**config.mk**
```make
export PLATFORM = sky130hd
export DESIGN_NAME = idme_core
export DESIGN_NICKNAME = d
export VERILOG_FILES = /design/src/core/idme_pkg.sv /design/src/core/idme_core.sv
export SDC_FILE = /design/constraint.sdc
export NUM_CORES = 1
export LEC_CHECK = 0
export BUFFER_PORTS_ARGS = -buffer_cell sky130_fd_sc_hd__buf_2
export CAP_MARGIN = 0
export CORE_UTILIZATION = 60
export CTS_CLUSTER_SIZE = 10
export DETAILED_ROUTE_END_ITERATION = 8
export GPL_TIMING_DRIVEN = 0
export PLACE_DENSITY = 0.81
export SLEW_MARGIN = 25
export SYNTH_ARGS = -nofsm -noshare
export SYNTH_HDL_FRONTEND = slang
export SYNTH_SLANG_ARGS = --single-unit
```
**constraint.sdc**
```tcl
create_clock -name clk_sys -period 9.02 [get_ports clk_sys]
set_input_delay 0.451 -clock clk_sys [delete_from_list [all_inputs] [get_ports clk_sys]]
set_output_delay 0.451 -clock clk_sys [all_outputs]
set_load 0.01 [all_outputs]
```
**src/core/idme_pkg.sv**
```systemverilog
package idme_pkg;
  localparam logic [11:0] IDME_OFF_DV_SET = 12'hA80;
  localparam logic [11:0] IDME_OFF_DV_CLR = 12'hA84;
  localparam logic [11:0] IDME_OFF_LNK_SET = 12'hA88;
  localparam logic [11:0] IDME_OFF_LNK_CLR = 12'hA8C;
  // Offsets of the eight transmit offset registers, context 0 rightmost; contexts 6 and 7 share 12'hAA8.
  localparam logic [7:0][11:0] IDME_OFF_TX_TS = {12'hAA8, 12'hAA8, 12'hAA4, 12'hAA0,
                                                 12'hA9C, 12'hA98, 12'hA94, 12'hA90};
  localparam logic [31:0] IDME_RST_VAL = 32'h0000_0000;
  localparam logic [31:0] IDME_DV_MASK = 32'h0000_3300;
  localparam logic [31:0] IDME_LNK_MASK = 32'h0000_B582;
  localparam int IDME_LNK_DV_TS = 8;
  localparam int IDME_LNK_MPEG_TS = 10;
  localparam int IDME_DV_STRIP2 = 8;
  localparam int IDME_FRAME_SYNC_BRANCH_CTX2 = 9;
  localparam int IDME_DV_STRIP3 = 12;
  localparam int IDME_FRAME_SYNC_BRANCH_CTX3 = 13;
  localparam int IDME_OFS_INIT_DIS = 31;
  localparam logic [1:0] IDME_TAG_MPEG = 2'h1;
  localparam logic [5:0] IDME_FMT_MPEG = 6'h10;
  localparam logic [7:0] IDME_SOF_BYTE = 8'h1F;
  localparam logic [3:0] IDME_SOF_NIB = 4'h7;
  localparam logic [1:0] IDME_BRANCH_FILL = 2'h1;
  localparam logic [1:0] IDME_HDR_QUADS = 2'h2;
  localparam logic [1:0] IDME_SOF_QUAD = 2'h2;

  typedef enum logic {IDME_HUNT, IDME_FILL} idme_sync_t;

  typedef struct packed {
    logic sel;
    logic wr;
    logic [11:0] addr;
    logic [31:0] wdata;
  } idme_reg_req_t;

  typedef struct packed {
    logic valid;
    logic [2:0] ctx;
    logic [1:0] tag;
    logic [5:0] fmt;
    logic dv_frame_start;
    logic first_tsp;
    logic [12:0] tsp_cycle;
    logic [12:0] xmit_cycle;
  } idme_tx_hdr_t;

  typedef struct packed {
    logic valid;
    logic [2:0] ctx;
    logic [15:0] stamp;
  } idme_tx_stamp_t;

  typedef struct packed {
    logic valid;
    logic ctx3;
    logic first;
    logic [31:0] data;
  } idme_rx_in_t;

  typedef struct packed {
    logic keep_packet_header;
    logic [1:0] branch_ctl;
    logic at_frame_start;
  } idme_rx_ctl_t;

  typedef struct packed {
    logic valid;
    logic ctx3;
    logic [31:0] data;
    logic frame_branch;
  } idme_rx_out_t;
endpackage : idme_pkg

```
**src/core/idme_core.sv**
```systemverilog
`timescale 1ns/1ps
module idme_core (
  input wire logic clk_sys,
  input wire logic arst_n,
  input wire idme_pkg::idme_reg_req_t reg_req,
  output logic reg_ack,
  output logic [31:0] reg_rdata,
  input wire logic [15:0] cycle_time,
  input wire idme_pkg::idme_tx_hdr_t tx_hdr,
  output idme_pkg::idme_tx_stamp_t tx_stamp,
  input wire idme_pkg::idme_rx_in_t rx_in,
  input wire idme_pkg::idme_rx_ctl_t [1:0] rx_ctl,
  output idme_pkg::idme_rx_out_t rx_out
);
  import idme_pkg::*;

  typedef struct packed {
    logic [31:0] lnk;
    logic [31:0] dv;
    logic [7:0][31:0] ofs;
    logic [7:0][12:0] delta;
    logic [1:0] idx;
    idme_sync_t [1:0] sync;
    logic ack;
    logic [31:0] rdata;
    idme_tx_stamp_t stamp;
    idme_rx_out_t out;
  } idme_state_t;

  idme_state_t s;
  idme_state_t next_s;

  function automatic logic idme_is_sof(input logic [31:0] q);
    return q[31:24] == IDME_SOF_BYTE && q[19:16] == IDME_SOF_NIB;
  endfunction : idme_is_sof

  function automatic logic [31:0] idme_read(input idme_state_t st, input logic [11:0] a);
    logic [31:0] r;
    r = IDME_RST_VAL;
    if (a == IDME_OFF_DV_SET || a == IDME_OFF_DV_CLR) begin
      r = st.dv & IDME_DV_MASK;
    end else if (a == IDME_OFF_LNK_SET || a == IDME_OFF_LNK_CLR) begin
      r = st.lnk;
    end else begin
      for (int i = 7; i >= 0; i--) begin
        if (a == IDME_OFF_TX_TS[i]) begin
          r = st.ofs[i];
        end
      end
    end
    return r;
  endfunction : idme_read

  logic wr;
  logic [31:0] wmask_dv;
  logic [31:0] wmask_lnk;
  logic mpeg_hit;
  logic dv_hit;
  logic [12:0] cur_delta;
  logic use_delta;
  logic [15:0] stamp_base;
  logic k;
  logic strip_en;
  logic sync_en;
  logic [1:0] cur_idx;
  logic sof;

  always_comb begin
    wr = reg_req.sel && reg_req.wr;
    wmask_dv = reg_req.wdata & IDME_DV_MASK;
    wmask_lnk = reg_req.wdata & IDME_LNK_MASK;
    mpeg_hit = s.lnk[IDME_LNK_MPEG_TS] && tx_hdr.tag == IDME_TAG_MPEG
               && tx_hdr.fmt == IDME_FMT_MPEG;
    dv_hit = s.lnk[IDME_LNK_DV_TS] && tx_hdr.dv_frame_start;
    cur_delta = tx_hdr.first_tsp ? 13'(tx_hdr.xmit_cycle - tx_hdr.tsp_cycle)
                                 : s.delta[tx_hdr.ctx];
    use_delta = mpeg_hit && !s.ofs[tx_hdr.ctx][IDME_OFS_INIT_DIS];
    stamp_base = 16'(cycle_time + s.ofs[tx_hdr.ctx][15:0]);
    k = rx_in.ctx3;
    strip_en = s.dv[k ? IDME_DV_STRIP3 : IDME_DV_STRIP2] && !rx_ctl[k].keep_packet_header;
    // Sync needs strip and branch control
    sync_en = strip_en && s.dv[k ? IDME_FRAME_SYNC_BRANCH_CTX3 : IDME_FRAME_SYNC_BRANCH_CTX2]
              && rx_ctl[k].branch_ctl == IDME_BRANCH_FILL;
    cur_idx = rx_in.first ? 2'h0 : s.idx;
    sof = cur_idx == IDME_SOF_QUAD && idme_is_sof(rx_in.data);
  end

  always_comb begin
    next_s = s;
    next_s.ack = reg_req.sel;
    next_s.rdata = reg_req.sel ? idme_read(s, reg_req.addr) : IDME_RST_VAL;
    next_s.stamp.valid = 1'b0;
    next_s.out.valid = 1'b0;
    next_s.out.frame_branch = 1'b0;
    if (wr && reg_req.addr == IDME_OFF_DV_SET) begin
      next_s.dv = s.dv | wmask_dv;
    end
    if (wr && reg_req.addr == IDME_OFF_DV_CLR) begin
      next_s.dv = s.dv & ~wmask_dv;
    end
    if (wr && reg_req.addr == IDME_OFF_LNK_SET) begin
      next_s.lnk = s.lnk | wmask_lnk;
    end
    if (wr && reg_req.addr == IDME_OFF_LNK_CLR) begin
      next_s.lnk = s.lnk & ~wmask_lnk;
    end
    for (int i = 0; i < 8; i++) begin
      if (wr && reg_req.addr == IDME_OFF_TX_TS[i]) begin
        next_s.ofs[i] = reg_req.wdata;
      end
    end
    if (tx_hdr.valid) begin
      if (tx_hdr.first_tsp) begin
        next_s.delta[tx_hdr.ctx] = cur_delta;
      end
      next_s.stamp.valid = mpeg_hit || dv_hit;
      next_s.stamp.ctx = tx_hdr.ctx;
      next_s.stamp.stamp = use_delta ? 16'(stamp_base + {3'h0, cur_delta}) : stamp_base;
    end
    if (rx_in.valid) begin
      next_s.idx = (cur_idx == 2'h3) ? cur_idx : 2'(cur_idx + 2'h1);
      next_s.out.ctx3 = k;
      next_s.out.data = rx_in.data;
      next_s.out.valid = !(strip_en && cur_idx < IDME_HDR_QUADS);
      if (!sync_en) begin
        next_s.sync[k] = IDME_HUNT;
      end else begin
        unique case (s.sync[k])
          IDME_HUNT: begin
            next_s.out.valid = sof;
            if (sof) begin
              next_s.sync[k] = IDME_FILL;
            end
          end
          IDME_FILL: begin
            next_s.out.frame_branch = sof && !rx_ctl[k].at_frame_start;
          end
        endcase
      end
    end
  end

  always_ff @(posedge clk_sys or negedge arst_n) begin
    if (!arst_n) begin
      s <= '0;
    end else begin
      s <= next_s;
    end
  end

  assign reg_ack = s.ack;
  assign reg_rdata = s.rdata;
  assign tx_stamp = s.stamp;
  assign rx_out = s.out;

  AST_RSVD_ZERO: assert property (@(posedge clk_sys) disable iff (!arst_n)
    reg_ack && $past(reg_req.addr) == IDME_OFF_DV_SET |-> (reg_rdata & ~IDME_DV_MASK) == 32'h0)
    else $error("Reserved enhancement bits read nonzero.");

  AST_DV_SET: assert property (@(posedge clk_sys) disable iff (!arst_n)
    wr && reg_req.addr == IDME_OFF_DV_SET |=> (s.dv & $past(wmask_dv)) == $past(wmask_dv))
    else $error("Set alias did not set bits.");

  AST_DV_CLR: assert property (@(posedge clk_sys) disable iff (!arst_n)
    wr && reg_req.addr == IDME_OFF_DV_CLR |=> (s.dv & $past(wmask_dv)) == 32'h0
    && (s.dv | $past(wmask_dv)) == ($past(s.dv) | $past(wmask_dv)))
    else $error("Clear alias changed wrong bits.");

  AST_LNK_SET: assert property (@(posedge clk_sys) disable iff (!arst_n)
    wr && reg_req.addr == IDME_OFF_LNK_SET |=> s.lnk == ($past(s.lnk) | $past(wmask_lnk)))
    else $error("Link set alias failed.");

  AST_NO_STAMP: assert property (@(posedge clk_sys) disable iff (!arst_n)
    tx_hdr.valid && !s.lnk[IDME_LNK_DV_TS] && (tx_hdr.tag != IDME_TAG_MPEG
    || !s.lnk[IDME_LNK_MPEG_TS]) |=> !tx_stamp.valid)
    else $error("Stamp issued for non-matching packet.");

  AST_NO_DELTA: assert property (@(posedge clk_sys) disable iff (!arst_n)
    tx_hdr.valid && mpeg_hit && s.ofs[tx_hdr.ctx][IDME_OFS_INIT_DIS]
    |=> tx_stamp.valid && tx_stamp.stamp == $past(stamp_base))
    else $error("Delta added while disabled.");

  AST_STRIP: assert property (@(posedge clk_sys) disable iff (!arst_n)
    rx_in.valid && rx_in.first && strip_en |=> !rx_out.valid)
    else $error("Stripped quadlet was passed.");

  AST_HUNT: assert property (@(posedge clk_sys) disable iff (!arst_n)
    rx_in.valid && sync_en && s.sync[k] == IDME_HUNT && !sof |=> !rx_out.valid)
    else $error("Data passed before frame start.");

  AST_SOF_FILL: assert property (@(posedge clk_sys) disable iff (!arst_n)
    rx_in.valid && sync_en && sof |=> rx_out.valid && s.sync[$past(k)] == IDME_FILL)
    else $error("Frame start did not begin fill.");

  AST_BRANCH: assert property (@(posedge clk_sys) disable iff (!arst_n)
    rx_out.frame_branch |-> $past(sof) && !$past(rx_ctl[k].at_frame_start)
    && $past(rx_in.valid))
    else $error("Frame branch without misplaced start.");
endmodule : idme_core

```
==> Word-level counts from Yosys, hierarchy flattened <==
Index checks and enable logic that the tools add are counted.
{ "classes": {"addsub": 4, "n_lt_le_gt_ge": 7, "n_eq_ne": 20, "n_mux": 48, "bitwise_logic": 9, "reduce_logical": 36} }
{ "ops": {"columns": ["operator", "count"], "rows": [
  ["$mux 32", 15],
  ["$eq 12x12->1 const B", 11],
  ["$bwmux 104", 1],
  ["$bmux 32 s3", 1],
  ["$and 32x32->32", 2],
  ["$bmux 13 s3", 1],
  ["$demux 13 s3", 1],
  ["$mux 13", 3],
  ["$mux 35", 1],
  ["$not 14->32", 1],
  ["$not 16->32", 1],
  ["$or 32x14->32", 1],
  ["$or 32x16->32", 1],
  ["$logic_and 1x1->1", 25],
  ["$mux 20", 1],
  ["$add 16x13->16", 1],
  ["$add 16x16->16", 1],
  ["$mux 16", 1],
  ["$sub 13x13->13", 1],
  ["$lt 4x6->1 const B", 2],
  ["$mux 1", 11],
  ["$bmux 1 s5", 2],
  ["$mux 2", 5],
  ["$eq 8x5->1 const B", 1],
  ["other kinds (23)", 33]
]} }
{ "word_totals": {"reg_bits": 484, "inputBits": 147, "output_inout_bits": 88} }

==> Depth between registers and ports, before layout <==
{ "depth": {"word_depth": 11, "mapped_depth": 28} }

==> Worst setup path after synthesis <==
Ideal clock, no wire load.
{ "synth_path": {"path_type": "input -> register", "from": "in tx_hdr[38] in the netlist's numbering", "to": "reg s (netlist bit tx_stamp[15])", "arrival_time_ps": 4989, "required_time_ps": 8895, "path_slack_ps": 3906, "cell_stages": 27, "n_path_buf": 6, "cell_sequence": "buf_2 > buf_4 > buf_4 > buf_4 > buf_2 > buf_4 > mux2i_1 > nor3_1 > a221oi_1 > o21ai_0 > fa_1 > a21o_1 > a221oi_2 > nor2b_1 > o21ai_0 > nand2b_1 > xor2_1 > ha_1 > inv_1 > o211ai_1 > a31oi_1 > a21oi_1 > a21oi_1 > o21bai_1 > nand4_1 > xnor2_1 > mux2_2"} }
{ "synth_between": {"elab_chain_len": 5, "word_cells_on_any_way": 10, "cone_classes": "add/sub: 2; mux: 6; reduce/logical: 2"} }
{ "synth_rtl": {"columns": ["element", "line", "rtl"], "rows": [
  ["start, declared", "idme_core.sv:9", "input wire idme_pkg::idme_tx_hdr_t tx_hdr,"],
  ["$bmux 32 s3 or $bmux 13 s3 (tied branches)", "idme_core.sv:77, idme_core.sv:78, idme_core.sv:76", null],
  ["$mux 32 (implied by the code) or $mux 13 (tied branches)", "idme_core.sv:78, idme_core.sv:76", null],
  ["$add 16x16->16, or another cell as far along", "idme_core.sv:78", "stamp_base = 16'(cycle_time + s.ofs[tx_hdr.ctx][15:0]);"],
  ["$add 16x13->16 or $logic_and 1x1->1 (tied branches)", "idme_core.sv:118, idme_core.sv:77", null],
  ["$mux 16 *", "idme_core.sv:118", "next_s.stamp.stamp = use_delta ? 16'(stamp_base + {3'h0, cur_delta}) : stamp_base;"],
  ["end signal, assigned", "idme_core.sv:147", "s <= next_s;"],
  ["end, declared", "idme_core.sv:30", "idme_state_t s;"]
]} }
Every way passes the cells marked *; elsewhere a longest branch is shown, timed or not. The select of a mux whose other input is x is not followed.
A chain may end at the register's enable or synchronous reset.

==> Final worst setup path <==
{ "layout_path": {"from": "in tx_hdr[36] in the netlist's numbering", "to": "reg s (netlist bit tx_stamp[15])"} }
The elaborated chain is that of the path after synthesis.

==> out/qor.yml <==
finish:
  nets: 2400
  design_area_um2: 24900
  fillers: 2549
  layout-drive-gt1-share: 0.345
  area_delta_synth_final_pct: 14.8
synthesis:
  synth_edf_count: 0
  synth_nets: 2118
  synth_top_family_by_area: "multiplexers"
  synth-simple-area-share: 0.0773
  muxShareOfSynthArea: 0.189
  synth_xor_area_frac: 0.0149
  synth_flop_cell: "dfrtp_1"
  yosysSeqAreaShare: 0.497
  synthCells: 1928
  yosysUniqueCellTypes: 76
  yosysWarnings: 0
  synth-compound-area-share: 0.138
  synthAdderAreaFrac: 0.0258
  async_reset_ff_frac: 1.00
  netlist_area_um2: 21700
  synth_area_per_cell_um2: 11.3
  ys_ff_latch: 431
die:
  initial_core_util: 0.611
  io_pins: 235
  dieArea_um2: 37000
  dieHeight_um: 192
  core-area_um2: 35600
  rows: 69
  dieWidth_um: 192
placed_design:
  dp_slack_ps: 2390
  io_buffers: 226
  placed_cell_area_um2: 23600
  dp_hpwl_mm: 43.4
  gp_congestion: 0.959
critical_path:
  worstReg2RegStart: "s[356]"
  arrival_ps: 6680
  reg2reg_depth: 23
  rrSetupSlack_ps: 4120
  r2r-end: "tx_stamp[15]"
  critical_path_class: "primary input to flip-flop"
  required_ps: 9510
  crit_fanout: 10
  worst_setup_path_end_kind: "flip-flop"
  start_kind: "primary input"
min_path:
  hold_path.startpoint: "rx_in[32]"
  hold_path_depth: 2
  min_to: "s[91]"
  min_path_type: "primary input to flip-flop"
pwr:
  clock_power_share: 0.386
  leakage_nw: 12.1
  combPwrFrac: 0.147
  switching_power_mw: 1.27
  p_seq_frac: 0.467
  power.total_mw: 4.65
  vdd_ir_drop_max_uv: 160
  sw_frac_of_total: 0.273
  powerDensity_nw_per_um2: 186
  p_int_mw: 3.38
timing:
  rsz0062_at_grt: "false"
  setup_viol: 0
  final.setup.worst_slack_ps: 2830
  clock_skew_ps: 25.7
  slew_viol_final: 0
  slew_headroom: 0.166
  period_share: 0.686
  max_freq_mhz: 162
  worst_pin_slew_ps: 1250
  hold-worst-slack_ps: 50.4
  hold_viol: 0
  min_period_ps: 6190
global_routing:
  track_usage: 0.344
  gr-total-overflow: 0
  grt_max_degree: 97
  grt_pass1_wl_mm: 96.4
  antenna_found_initial: 6
  grt_pass1_vias: 17449
flow_run:
  drv_cap: 0
cts:
  clock_sinks: 431
  cts_tree: "built"
  clk_pin_slew_worst_paths_ps: 50
  cts_htree_levels: 2
  cts-root-buf: "clkbuf_16"
  cts_post_setup_buffers_inserted: 0
  cts_made_buffers: 49
  clock_latency_ps: 610
  cts_max_path_buffers: 3
run_status:
  outcome: "finished, violations left"
  violations: "DRC"
drt:
  wl_per_cell_um: 23.7
  first_pass_iters: 9
  drt-initial-drc-count: 1728
  antenna_left: 0
  totalWireLength_mm: 63.6
  viasPerCell: 6.48
  drcViolationCount: 2
  num_vias: 17361
-- routing by layer --
layer | GRT usage | vias to the layer above | part of all wire
li1 | - | 7500 | -
met1 | 0.447 | 8581 | 0.39
met2 | 0.529 | 1018 | 0.46
met3 | 0.104 | 254 | 0.11
met4 | 0.159 | 8 | 0.044
met5 | 0 | - | 0.00077
-- critical path: stages --
cell and delay (ps):
buf_2 250, buf_2 350, buf_2 400, buf_2 430
clkbuf_1 690, a21oi_1 160, a221o_1 400, ha_1 250
fa_1 430, a21o_1 200, a221oi_2 350, nor2b_1 90
o21ai_0 150, nand2b_1 80, xor2_1 170, ha_1 350
inv_1 90, o211ai_1 180, a31oi_1 80, a21oi_1 250
a21oi_1 120, o21bai_1 180, nand4_1 130, xnor2_1 160
mux2_2 260
-- cells by family after synthesis --
family          after synthesis
xor+xnor                     36
flops                       431
buf+inv                     230
mux                         360
fa+ha+maj                    43
simple gates                360
compound gates              468
-- timing repair --
item,CTS,global route
hold buffers,1,0
endpoints found under the hold margin,79,0
resized for setup,0,0
-- synthesized netlist by cell type, drive strengths merged (9+ instances only) --
master / count / area [µm²]
nand2: 169 / 639
nor3: 22 / 146
nand2b: 11 / 68.8
mux2i: 38 / 380
ha: 40 / 500
inv: 39 / 146
a21oi: 125 / 626
nor2: 95 / 379
buf: 138 / 930
o22ai: 9 / 56.3
dfrtp: 431 / 10800
a222oi: 42 / 420
clkbuf: 53 / 199
nor2b: 11 / 68.8
mux2: 314 / 3540
xnor2: 28 / 253
nand3: 15 / 75.1
a22oi: 31 / 233
a221oi: 29 / 267
o21ai: 165 / 826
-- final cells by class --
class                   instances  area [µm²]  area share
plain buffers                 191        1130      0.0453
flip-flops and latches        431       10800       0.433
repair buffers                231        1260      0.0506
multi-input cells            1267        9660       0.388
diodes                          2        5.00    0.000201
well taps                     461         577      0.0231
clock inverters                 4         110     0.00442
clock buffers                  53        1250      0.0502
inverters                      39         146     0.00587
-- power by group through the flow --
stage	sequential [mW]	combinational [mW]	clock, mW
after CTS	2.16	0.677	1.80
after global placement	2.19	0.638	0
final	2.17	0.685	1.79
after global routing	2.18	0.752	1.88
after detailed placement	2.19	0.670	0
after floorplan	2.17	0.434	0
-- sequential cells by signal, summed over array words and instances, names as in the netlist, named ones only --
signal     count
reg_ack        1
reg_rdata     32
rx_out        35
s            330
tx_stamp      20
-- worst max-delay path by stage --
stage	cells after the start	slack (ps)	startpoint	endpoint
floorplan	27	3910	tx_hdr[38]	tx_stamp[15]
global placement	1	-710	arst_n	reg_rdata[2]
detailed placement	25	2390	tx_hdr[36]	tx_stamp[15]
CTS	25	3000	tx_hdr[36]	tx_stamp[15]
global route	25	2590	tx_hdr[36]	tx_stamp[15]
finish	25	2830	tx_hdr[36]	tx_stamp[15]
-- cells in the final DEF (no fill, tap or decap), types with 49 or more instances in the layout --
| master | netlist | routed |
|---|---|---|
| buf_2 | 29 | 254 |
| nand2_1 | 167 | 167 |
| o21ai_0 | 153 | 153 |
| nor2_1 | 90 | 90 |
| buf_4 | 98 | 98 |
| mux2_2 | 313 | 313 |
| clkbuf_16 | 0 | 49 |
| clkbuf_1 | 53 | 56 |
| dfrtp_1 | 431 | 431 |
| a21oi_1 | 125 | 125 |
-- metrics by stage --
step	std cells	setup TNS, ps	util
global route	2677	0	0.701
CTS	2677	0	0.701
global placement	2615	-280160	0.659
detailed placement	2619	0	0.662
finish	2679	0	0.701
floorplan	1928	0	-
No activity file was read; power rests on OpenSTA's default activity.
